`config.mk`:
```
export PLATFORM = sky130hd
export DESIGN_NAME = pfp_port
export DESIGN_NICKNAME = d
export VERILOG_FILES = /design/src/pfp_pkg.sv /design/src/pfp_port.sv
export SDC_FILE = /design/constraint.sdc
export NUM_CORES = 1
export LEC_CHECK = 0
export BUFFER_PORTS_ARGS = -buffer_cell sky130_fd_sc_hd__buf_4
export CORE_MARGIN = 2
export CORE_UTILIZATION = 57
export CTS_BUF_LIST = sky130_fd_sc_hd__clkbuf_8
export DETAILED_ROUTE_END_ITERATION = 10
export GPL_TIMING_DRIVEN = 0
export PLACE_DENSITY = 0.8
export REMOVE_ABC_BUFFERS = 1
export SETUP_SLACK_MARGIN = 0.2
export SYNTH_ARGS = -nofsm -noshare
export SYNTH_HDL_FRONTEND = slang
export SYNTH_SLANG_ARGS = --single-unit
```
`constraint.sdc`:
```
create_clock -name clk -period 6.5 [get_ports clk]
set_input_delay 1.3 -clock clk [delete_from_list [all_inputs] [get_ports clk]]
set_output_delay 1.3 -clock clk [all_outputs]
set_load 0.005 [all_outputs]
```
`src/pfp_pkg.sv`:
```
// Package of constants and types for the parallel flash programming port.
package pfp_pkg;

	// ==========================================================
	// Transfer selector codes
	localparam logic [3:0] SEL_COMMAND_ENTRY = 4'h0;
	localparam logic [3:0] SEL_ADDRESS_BYTE_LOW = 4'h1;
	localparam logic [3:0] SEL_ADDRESS_BYTE_NEXT = 4'h2;
	localparam logic [3:0] SEL_DATA = 4'h5;

	// ==========================================================
	// Command codes
	localparam logic [15:0] CMD_READ = 16'h0011;
	localparam logic [15:0] CMD_PAGE_WRITE = 16'h0012;
	localparam logic [15:0] CMD_PAGE_WRITE_LOCK = 16'h0022;
	localparam logic [15:0] CMD_ERASE_WRITE_PAGE = 16'h0032;
	localparam logic [15:0] CMD_ERASE_WRITE_LOCK = 16'h0042;
	localparam logic [15:0] CMD_ERASE_EVERYTHING = 16'h0013;
	localparam logic [15:0] CMD_SET_LOCK = 16'h0014;
	localparam logic [15:0] CMD_CLEAR_LOCK = 16'h0024;
	localparam logic [15:0] CMD_GET_LOCK = 16'h0015;
	localparam logic [15:0] CMD_SET_NVM_BIT = 16'h0034;
	localparam logic [15:0] CMD_CLEAR_NVM_BIT = 16'h0044;
	localparam logic [15:0] CMD_GET_NVM_BIT = 16'h0025;
	localparam logic [15:0] CMD_SET_SECURITY = 16'h0054;
	localparam logic [15:0] CMD_GET_SECURITY = 16'h0035;
	localparam logic [15:0] CMD_WRITE_MEMORY = 16'h001f;
	localparam logic [15:0] CMD_SELECT_CONTROLLER = 16'h0016;
	localparam logic [15:0] CMD_GET_VERSION = 16'h001e;

	// ==========================================================
	// Reset values and timing
	localparam logic [15:0] COMMAND_RESET = 16'h0000;
	localparam logic [31:0] ADDRESS_RESET = 32'h0000_0000;
	localparam int EXT_CLOCK_MIN_HZ = 32000;
	localparam int CLK_HZ = 100000000;
	// Cycles of clk in one external clock period at the least frequency.
	localparam int EXT_CLOCK_WINDOW = CLK_HZ / EXT_CLOCK_MIN_HZ;

	// ==========================================================
	// Operation decoded from a command word
	typedef enum logic [4:0]
	{
		OP_NONE = 5'h00,
		OP_READ = 5'h01,
		OP_PAGE_WRITE = 5'h02,
		OP_PAGE_WRITE_LOCK = 5'h03,
		OP_ERASE_WRITE_PAGE = 5'h04,
		OP_ERASE_WRITE_LOCK = 5'h05,
		OP_ERASE_EVERYTHING = 5'h06,
		OP_SET_LOCK = 5'h07,
		OP_CLEAR_LOCK = 5'h08,
		OP_GET_LOCK = 5'h09,
		OP_SET_NVM_BIT = 5'h0a,
		OP_CLEAR_NVM_BIT = 5'h0b,
		OP_GET_NVM_BIT = 5'h0c,
		OP_SET_SECURITY = 5'h0d,
		OP_GET_SECURITY = 5'h0e,
		OP_WRITE_MEMORY = 5'h0f,
		OP_SELECT_CONTROLLER = 5'h10,
		OP_GET_VERSION = 5'h11
	} pfp_op_t;

	// Handshake states.
	typedef enum logic [2:0]
	{
		ST_IDLE = 3'b000,
		ST_LATCH = 3'b001,
		ST_EXECUTE = 3'b010,
		ST_WAIT_READ = 3'b011,
		ST_DRIVE = 3'b100,
		ST_RELEASE = 3'b101,
		ST_WAIT_HIGH = 3'b110
	} pfp_state_t;

endpackage

```
`src/pfp_port.sv`:
```
// Device end of the parallel flash programming port.
//
// Operation
// - Decode selector: command, address bytes, data.
// - Command selector stores bus word as command only if it is a recognised code.
// - Recognise read and page write command codes.
// - Recognise erase, lock, NVM, security codes.
// - Recognise write memory, controller select, version.
// - Handshake ends with strobe and ready high.
// - Latch selector and data on strobe fall.
// - Drop ready on the same edge that latches the transfer.
// - Execute, poll strobe high, then raise ready.
// - Use external clock above 32 kHz if present before the first strobe.
// - Output valid low when bus is input.
// - Ready high when idle; strobes active low.
// - Port works only with test selects high.
// - Read drives bus while output enable low.
// - Address increments after each data handshake.
`timescale 1ns/10ps
`default_nettype none

module pfp_port
	import pfp_pkg::*;
#(
	parameter int DATA_WIDTH = 16,
	parameter int ADDR_WIDTH = 32,
	parameter int EXEC_CYCLES = 2
)
(
	input wire logic clk,
	input wire logic rst,
	input wire logic clk_en,
	input wire logic test_select,
	input wire logic program_select_0,
	input wire logic program_select_1,
	input wire logic external_clock_in,
	input wire logic command_strobe_n,
	input wire logic output_enable_n,
	input wire logic [3:0] transfer_selector,
	input wire logic [DATA_WIDTH-1:0] port_data_bus_in,
	output logic [DATA_WIDTH-1:0] port_data_bus_out,
	output logic port_data_bus_oe,
	output logic port_ready,
	output logic output_valid_n,
	output logic use_external_clock,
	output logic [15:0] command_word,
	output logic [ADDR_WIDTH-1:0] flash_address,
	output logic flash_write_valid,
	output logic [DATA_WIDTH-1:0] flash_write_data,
	output logic flash_read_strobe,
	input wire logic [DATA_WIDTH-1:0] flash_read_data,
	output logic command_valid,
	output logic [4:0] operation
);

	// The execute counter is eight bits wide, so at most 256 cycles.
	if (DATA_WIDTH != 16 || ADDR_WIDTH < 16 || EXEC_CYCLES < 1
		|| EXEC_CYCLES > 256)
	begin
		$error("pfp_port: unsupported parameter values.");
	end

	// ==========================================================
	// Command decoding
	function automatic pfp_op_t decode_command(input logic [15:0] code);
		case (code)
			CMD_READ: decode_command = OP_READ;
			CMD_PAGE_WRITE: decode_command = OP_PAGE_WRITE;
			CMD_PAGE_WRITE_LOCK: decode_command = OP_PAGE_WRITE_LOCK;
			CMD_ERASE_WRITE_PAGE: decode_command = OP_ERASE_WRITE_PAGE;
			CMD_ERASE_WRITE_LOCK: decode_command = OP_ERASE_WRITE_LOCK;
			CMD_ERASE_EVERYTHING: decode_command = OP_ERASE_EVERYTHING;
			CMD_SET_LOCK: decode_command = OP_SET_LOCK;
			CMD_CLEAR_LOCK: decode_command = OP_CLEAR_LOCK;
			CMD_GET_LOCK: decode_command = OP_GET_LOCK;
			CMD_SET_NVM_BIT: decode_command = OP_SET_NVM_BIT;
			CMD_CLEAR_NVM_BIT: decode_command = OP_CLEAR_NVM_BIT;
			CMD_GET_NVM_BIT: decode_command = OP_GET_NVM_BIT;
			CMD_SET_SECURITY: decode_command = OP_SET_SECURITY;
			CMD_GET_SECURITY: decode_command = OP_GET_SECURITY;
			CMD_WRITE_MEMORY: decode_command = OP_WRITE_MEMORY;
			CMD_SELECT_CONTROLLER: decode_command = OP_SELECT_CONTROLLER;
			CMD_GET_VERSION: decode_command = OP_GET_VERSION;
			default: decode_command = OP_NONE;
		endcase
	endfunction

	// ==========================================================
	// Handshake state
	pfp_state_t state;
	pfp_state_t next_state;
	logic [3:0] sel_latched;
	logic [DATA_WIDTH-1:0] data_latched;
	logic [7:0] exec_count;
	logic port_enabled;
	logic is_read;

	assign port_enabled = test_select & program_select_0
		& program_select_1;
	assign is_read = (sel_latched == SEL_DATA) && !output_enable_n;

	always_comb
	begin
		next_state = state;
		case (state)
			ST_IDLE:
				if (port_enabled && !command_strobe_n)
					next_state = ST_LATCH;
			ST_LATCH:
				next_state = ST_EXECUTE;
			ST_EXECUTE:
				if (exec_count == 8'h00)
				begin
					if (sel_latched == SEL_DATA && !output_enable_n)
						next_state = ST_DRIVE;
					else
						next_state = ST_WAIT_HIGH;
				end
			ST_DRIVE:
				if (output_enable_n)
					next_state = ST_RELEASE;
			ST_RELEASE:
				next_state = ST_WAIT_HIGH;
			ST_WAIT_HIGH:
				if (command_strobe_n)
					next_state = ST_IDLE;
			default:
				next_state = ST_IDLE;
		endcase
	end

	always_ff @(posedge clk or posedge rst)
	begin
		if (rst)
			state <= ST_IDLE;
		else if (clk_en)
			state <= next_state;
	end

	// Selector and data are captured once, on the strobe fall.
	always_ff @(posedge clk or posedge rst)
	begin
		if (rst)
		begin
			sel_latched <= 4'h0;
			data_latched <= '0;
		end
		else if (clk_en && state == ST_IDLE && port_enabled
			&& !command_strobe_n)
		begin
			sel_latched <= transfer_selector;
			data_latched <= port_data_bus_in;
		end
	end

	always_ff @(posedge clk or posedge rst)
	begin
		if (rst)
			exec_count <= 8'h00;
		else if (clk_en)
		begin
			if (state == ST_LATCH)
				exec_count <= 8'(EXEC_CYCLES - 1);
			else if (state == ST_EXECUTE && exec_count != 8'h00)
				exec_count <= exec_count - 8'h01;
		end
	end

	// Ready is low from the latch until the strobe has returned high.
	always_ff @(posedge clk or posedge rst)
	begin
		if (rst)
			port_ready <= 1'b1;
		else if (clk_en)
			port_ready <= (next_state == ST_IDLE);
	end

	// ==========================================================
	// Register updates
	always_ff @(posedge clk or posedge rst)
	begin
		if (rst)
		begin
			command_word <= COMMAND_RESET;
			operation <= OP_NONE;
			command_valid <= 1'b0;
		end
		else if (clk_en)
		begin
			command_valid <= 1'b0;
			if (state == ST_LATCH && sel_latched == SEL_COMMAND_ENTRY
				&& decode_command(data_latched) != OP_NONE)
			begin
				command_word <= data_latched;
				operation <= decode_command(data_latched);
				command_valid <= 1'b1;
			end
		end
	end

	always_ff @(posedge clk or posedge rst)
	begin
		if (rst)
			flash_address <= ADDR_WIDTH'(ADDRESS_RESET);
		else if (clk_en)
		begin
			if (state == ST_LATCH)
			begin
				case (sel_latched)
					SEL_ADDRESS_BYTE_LOW:
						flash_address[7:0] <= data_latched[7:0];
					SEL_ADDRESS_BYTE_NEXT:
						flash_address[15:8] <= data_latched[7:0];
					default:
						flash_address <= flash_address;
				endcase
			end
			else if ((state == ST_WAIT_HIGH) && command_strobe_n
				&& sel_latched == SEL_DATA)
				flash_address <= flash_address + ADDR_WIDTH'(1);
		end
	end

	// Data writes go out as a one-cycle strobe for the flash side.
	always_ff @(posedge clk or posedge rst)
	begin
		if (rst)
		begin
			flash_write_valid <= 1'b0;
			flash_write_data <= '0;
		end
		else if (clk_en)
		begin
			flash_write_valid <= 1'b0;
			if (state == ST_LATCH && sel_latched == SEL_DATA
				&& output_enable_n && operation != OP_NONE)
			begin
				flash_write_valid <= 1'b1;
				flash_write_data <= data_latched;
			end
		end
	end

	// ==========================================================
	// Read path and bus direction
	always_ff @(posedge clk or posedge rst)
	begin
		if (rst)
		begin
			port_data_bus_out <= '0;
			port_data_bus_oe <= 1'b0;
			output_valid_n <= 1'b0;
			flash_read_strobe <= 1'b0;
		end
		else if (clk_en)
		begin
			flash_read_strobe <= 1'b0;
			if (state == ST_EXECUTE && next_state == ST_DRIVE && is_read)
			begin
				port_data_bus_out <= flash_read_data;
				port_data_bus_oe <= 1'b1;
				output_valid_n <= 1'b1;
				flash_read_strobe <= 1'b1;
			end
			else if (state == ST_DRIVE && output_enable_n)
			begin
				port_data_bus_oe <= 1'b0;
				output_valid_n <= 1'b0;
			end
		end
	end

	// ==========================================================
	// External clock detection
	logic ext_prev;
	logic [15:0] ext_gap;
	logic clock_decided;
	// The gap starts saturated, so a lone edge after reset does not count.
	always_ff @(posedge clk or posedge rst)
	begin
		if (rst)
		begin
			ext_prev <= 1'b0;
			ext_gap <= 16'hffff;
			use_external_clock <= 1'b0;
			clock_decided <= 1'b0;
		end
		else if (clk_en)
		begin
			ext_prev <= external_clock_in;
			// The clock choice is final once the first strobe is taken.
			if (state == ST_IDLE && next_state == ST_LATCH)
				clock_decided <= 1'b1;
			if (external_clock_in && !ext_prev)
			begin
				ext_gap <= 16'h0000;
				if (!clock_decided && ext_gap < 16'(EXT_CLOCK_WINDOW))
					use_external_clock <= 1'b1;
			end
			else if (ext_gap != 16'hffff)
				ext_gap <= ext_gap + 16'h0001;
		end
	end

endmodule
`default_nettype wire

```
## Word level (Yosys, flattened, before mapping)

Index checks and enable logic that the tools add are counted.

| word-level totals | value |
|---|---|
| flip-flop bits (word level) | 140 |
| bits in latches | 0 |
| bits in writable memories | 0 |
| memory bits (read-only) | 0 |
| input bits | 45 |
| output and inout bits | 92 |
| memories | 0 |

| operators by class | value |
|---|---|
| $add $sub $neg | 3 |
| multipliers | 0 |
| div/mod/pow operators | 0 |
| magnitude comparators | 1 |
| equality and inequality tests | 30 |
| shifts and indexed selects | 0 |
| muxes and demuxes | 21 |
| bitwise operators | 3 |
| reduce and logical (&&, ||, !) cells | 45 |

Operators with widths:

| cell | number |
|---|---|
| equality test 16 x 5 -> 1 bit (second input constant) | 8 |
| equality test 16 x 6 -> 1 bit (second input constant) | 6 |
| case mux 5 bit (17 select lines) | 1 |
| 2-to-1 mux 16 bit | 4 |
| equality test 16 x 7 -> 1 bit (second input constant) | 3 |
| adder 32 x 1 -> 32 bit (second input constant) | 1 |
| 2-to-1 mux 8 bit | 4 |
| logical AND 1 bit | 19 |
| case mux 3 bit (6 select lines) | 1 |
| adder 16 x 1 -> 16 bit (second input constant) | 1 |
| less-than comparator 16 x 12 -> 1 bit (second input constant) | 1 |
| inequality test 16 bit (second input constant) | 1 |
| AND reduction 2 bit | 7 |
| equality test 3 bit (second input constant) | 4 |
| 2-to-1 mux 3 bit | 4 |
| AND reduction 3 bit | 4 |
| nonzero test 5 bit | 2 |
| logical NOT 8 bit | 1 |
| nonzero test 2 bit | 4 |
| nonzero test 8 bit | 1 |
| subtractor 8 x 1 -> 8 bit (second input constant) | 1 |
| equality test 3 x 1 -> 1 bit (second input constant) | 2 |
| logical NOT 3 bit | 2 |
| 2-to-1 mux 1 bit | 5 |
| 11 further kinds | 16 |

## Longest topological paths before layout

| logic depth | value |
|---|---|
| word-level depth | 10 |
| depth in mapped cells | 8 |
| depth with buffers taken out | 8 |

## Least setup slack after synthesis

Ideal clock, no wire load.

| timing path | value |
|---|---|
| path kind | input -> register |
| from | input clk_en |
| to | register flash_write_data[4] |
| arrival | 2,700 ps |
| required time | 6,373 ps |
| slack | 3,672 ps |
| stages on the path | 6 |
| path buffers | 2 |
| path through | nor2b_1 -> and2_1 -> clkbuf_1 -> o2111ai_2 -> clkbuf_1 -> mux2_1 |

| on the way | value |
|---|---|
| cells in the longest elaborated chain, start to end | 1 |

RTL lines:

| item | RTL line | source |
|---|---|---|
| from (decl) | pfp_port.sv:32 | `input wire logic clk_en,` |
| AND reduction 2 bit (no line) | n/a |  |
| to (signal assigned) | pfp_port.sv:239 | `flash_write_data <= data_latched;` |
| to (decl) | pfp_port.sv:49 | `output logic [DATA_WIDTH-1:0] flash_write_data,` |

No other way between the ends.
A chain may end at the register's enable or synchronous reset.

## Final worst setup path

| timing path | value |
|---|---|
| from | register state[1] |
| to | register flash_address[10] |

| on the way | value |
|---|---|
| cells in the longest elaborated chain, start to end | 5 |
| elaborated cells on any way between the ends | 8 |
| those cells by class | eq/ne (3); mux (1); reduce/logical (4) |

RTL lines:

| item | RTL line | source |
|---|---|---|
| from (decl) | pfp_port.sv:90 | `pfp_state_t state;` |
| from (signal assigned) | pfp_port.sv:137 | `state <= next_state;` |
| equality test 3 bit | pfp_port.sv:218 | `else if ((state == ST_WAIT_HIGH) && command_strobe_n` |
| logical AND 1 bit | pfp_port.sv:218 |  |
| logical AND 1 bit | pfp_port.sv:219 | `&& sel_latched == SEL_DATA)` |
| nonzero test 2 bit (no line) | n/a |  |
| AND reduction 3 bit (no line) | n/a |  |
| to (signal assigned) | pfp_port.sv:213 | `flash_address[15:8] <= data_latched[7:0];` |
| to (signal assigned) | pfp_port.sv:215 | `flash_address <= flash_address;` |
| to (signal assigned) | pfp_port.sv:220 | `flash_address <= flash_address + ADDR_WIDTH'(1);` |
| to (decl) | pfp_port.sv:47 | `output logic [ADDR_WIDTH-1:0] flash_address,` |

Several ways; a longest one is shown, not always the timed one.

==> key figures <==
Timing
  • Fin. Hold Viols: 0
  • Measured slew at the worst slew-check pin: 1.15 ns
  • Final setup fails: 0
  • TNS Setup: 0 ns
  • Max Clock Freq: roughly 0.33 GHz
  • Slew HR: 0.236
  • Min cycle time layout: roughly 3.0 ns
  • Slew Limit Fails: 0
  • Fin crit share: 0.467
  • RSZ-0062 raised after global routing: false
  • Final clock skew: 0.00892 ns

Logic synthesis
  • Synth async-reset ratio: 1.00
  • Main synth FF type: dfrtp_1
  • Ys Warns: 0
  • Largest area contributor in the netlist: dfrtp_1
  • Area share of the largest cell type after synthesis: 0.464
  • FF+latch count, synth: 140
  • Syn_area_per_cell: 10.9 um2
  • Cell Area, Synth: 6640 um2
  • Sequential area share after synthesis: 0.531
  • EDFF count, synth: 0
  • Synth Instances: approximately 600
  • Distinct cells, synth: 64
  • Synth area leaders: dfrtp_1 (46%), mux2_2 (8.6%), dfstp_2 (6.7%)

Setup path
  • Worst Setup SP: state[1]
  • Setup crit start kind: flop
  • Crit path cell chain: nand2b_1 -> nor2_1 -> o21ai_0 -> nor2_1 -> o21ai_0 -> a22o_1
  • Worst Path Max Fanout: 16
  • Max stage delay on crit path: 0.85 ns
  • WP data required: 6.84 ns
  • Worst Path Arrival: 3.37 ns
  • Critical Path End Type: flop
  • CP max stage cell: nor2_1
  • Reg2reg start: state[1]
  • Critical path type: reg2reg

Die
  • Full die area: 12500 um2
  • Die H: between 100 and 150 um
  • Die width: 112 um
  • Initial Util: 0.584
  • I/O pin total: 137
  • Core area: 11400 um2
  • # rows: 39

Status
  • Status: finished clean

Finish
  • Most frequent cells in the layout: buf_4 (136), dfrtp_1 (123), mux2_2 (51)
  • Antenna cells: 0
  • Commonest non-fill, non-tap cell in the layout: buf_4
  • Share of cells above drive strength 1: 0.340
  • NumNets Final: 783
  • Area grow syn2layout: 23.0%
  • Non-Filler Instances: 890
  • Final core utilization: 0.718

Power
  • Maximum vdd drop: 0.221 mV
  • Cell area power density: 293 nW/um2
  • Clock group share of total power: 0.307
  • Combinational Power Share: 0.202
  • NetSw: 0.775 mW
  • Final Power: 2.39 mW
  • Sequential share of power: 0.490
  • Leakage power: 4.00 nW
  • Sw Share: 0.324
  • Internal Power: 1.62 mW

CTS
  • CTS tree: done
  • Postcts setup bufs: 0
  • Clock Latency Late Sink: 0.45 ns
  • Post-CTS sizing: 0
  • # clock sinks: 140
  • Hold_buf cts: 0
  • CTS Buffer Depth: 2
  • Root Buffer: clkbuf_8
  • Worst-path clk slew: 0.08 ns
  • TritonCTS Buffers: 17
  • H-tree Lvls: 4

Global route
  • Largest net degree at the start of global routing: 74
  • Vias in the first global route: 5172
  • Tot GR Track Use: 0.256
  • Remaining global-route overflow: 0
  • Initial antenna violation count: 0
  • Global-route wire length before repair: 25600 um

Drt
  • DR vias/cell: 5.82
  • Initial DRC count: 347
  • Number of remaining DRC errors: 0
  • Via Count: 5181
  • Routed Antenna Nets: 0
  • Routed len/inst: between 15 and 20 um
  • Drt pass-1 iters: 5
  • Total wire length: 15400 um

Place
  • PortBufs: ~140
  • Placed cell count: 858
  • DPL Wire Length: around 11000 um
  • RePlAce Congestion: 0.890

Min path
  • Type of the worst min-delay path: reg2reg
  • Min-delay src: flash_address[31]

Run
  • Max Cap Viol: 0
==> state kept, by name (all words and copies together), names as in the netlist <==
| signal | count |
|---|---|
| command_word | 16 |
| clock_decided | 1 |
| sel_latched | 4 |
| operation | 5 |
| use_external_clock | 1 |
| data_latched | 16 |
| port_ready | 1 |
| state | 3 |
| exec_count | 8 |
| flash_write_data | 16 |
| flash_read_strobe | 1 |
| command_valid | 1 |
| ext_gap | 16 |
| flash_write_valid | 1 |
| ext_prev | 1 |
| port_data_bus_out | 16 |
| output_valid_n | 1 |
| flash_address | 32 |
==> power groups by stage <==
stage	logic (mW)	registers, mW	clock network, mW
final	0.485	1.17	0.736
after global routing	0.543	1.20	0.782
after CTS	0.487	1.17	0.746
after detailed placement	0.484	1.18	0
after global placement	0.464	1.17	0
after floorplan	0.314	1.13	0
==> critical path, delay by kind of cell (launching register included) <==
| kind | cells | cell delay, ns |
|---|---|---|
| DFF | 1 | 0.46 |
| AOI/OAI and AO/OA | 3 | 0.83 |
| and+or+nand+nor | 3 | 1.64 |
==> synth_stat cells, types with 5 or more instances <==
cell type  number
mux2_2         51
nor2b_1         6
inv_1          18
xor2_1         19
nand2_1        37
or3_1           5
a21oi_1        30
nand2b_1        5
and3_1         11
nor3_1         16
mux2_4         10
nor2_1         47
o22a_1          6
o22ai_1         6
clkbuf_1       25
xnor2_1        17
dfrtp_1       123
nand3b_1        6
nand3_1        24
nor4_1          9
nand4_1        12
a31oi_1         5
o21ai_0        27
and2_1         12
dfstp_2        17
==> cell families (layout without fill, tap and decap cells) <==
| kind of cell | after synthesis | in the layout | synth area share |
|---|---|---|---|
| adders and majority gates | 4 | 4 | 0.00754 |
| buffers and inverters | 48 | 187 | 0.0294 |
| xor gates and xnor gates | 36 | 36 | 0.0475 |
| muxes | 64 | 64 | 0.114 |
| DFF | 140 | 140 | 0.531 |
| AOI/OAI and AO/OA | 104 | 104 | 0.0995 |
| and+or+nand+nor | 212 | 212 | 0.171 |
==> area by class of cell <==
| cell class | count | area, um2 |
|---|---|---|
| well taps | 143 | 179 |
| clock buffers | 18 | 248 |
| inverters | 18 | 72.6 |
| fillers | 847 | 3210 |
| flip-flops and latches | 140 | 3520 |
| multi-input cells | 420 | 2920 |
| clock inverters | 14 | 171 |
| repair buffers | 137 | 1050 |
==> metrics by stage <==
stage               setup slack [ns]  hold WS [ns]  instance area (um2)
floorplan                       1.48         0.444                 6510
global placement               0.123         0.460                 7710
detailed placement              3.13         0.458                 7740
CTS                             3.51         0.479                 8160
global route                    3.14         0.492                 8160
finish                          3.47         0.476                 8160
==> final timing paths <==
kind / to / cells past startpoint / slack [ns]
setup / recovery: flash_address[10] / 6 / 3.47
hold / removal: flash_address[31] / 1 / 0.48
setup reg to reg: flash_address[10] / 6 / 3.47
hold reg to reg: flash_address[31] / 1 / 0.48
max in group asynchronous: ext_gap[2] / 3 / 4.77
min in group asynchronous: flash_address[31] / 2 / 0.94
==> layer usage <==
metal | global-route usage | wire length, um | up-vias
met2 | 0.413 | 7850 | 152
met5 | 0 | 0 | -
met3 | 0.0648 | 797 | 23
met1 | 0.342 | 6420 | 2576
met4 | 0.0870 | 295 | 0
li1 | - | - | 2430
(Power assumes the default switching activity.)
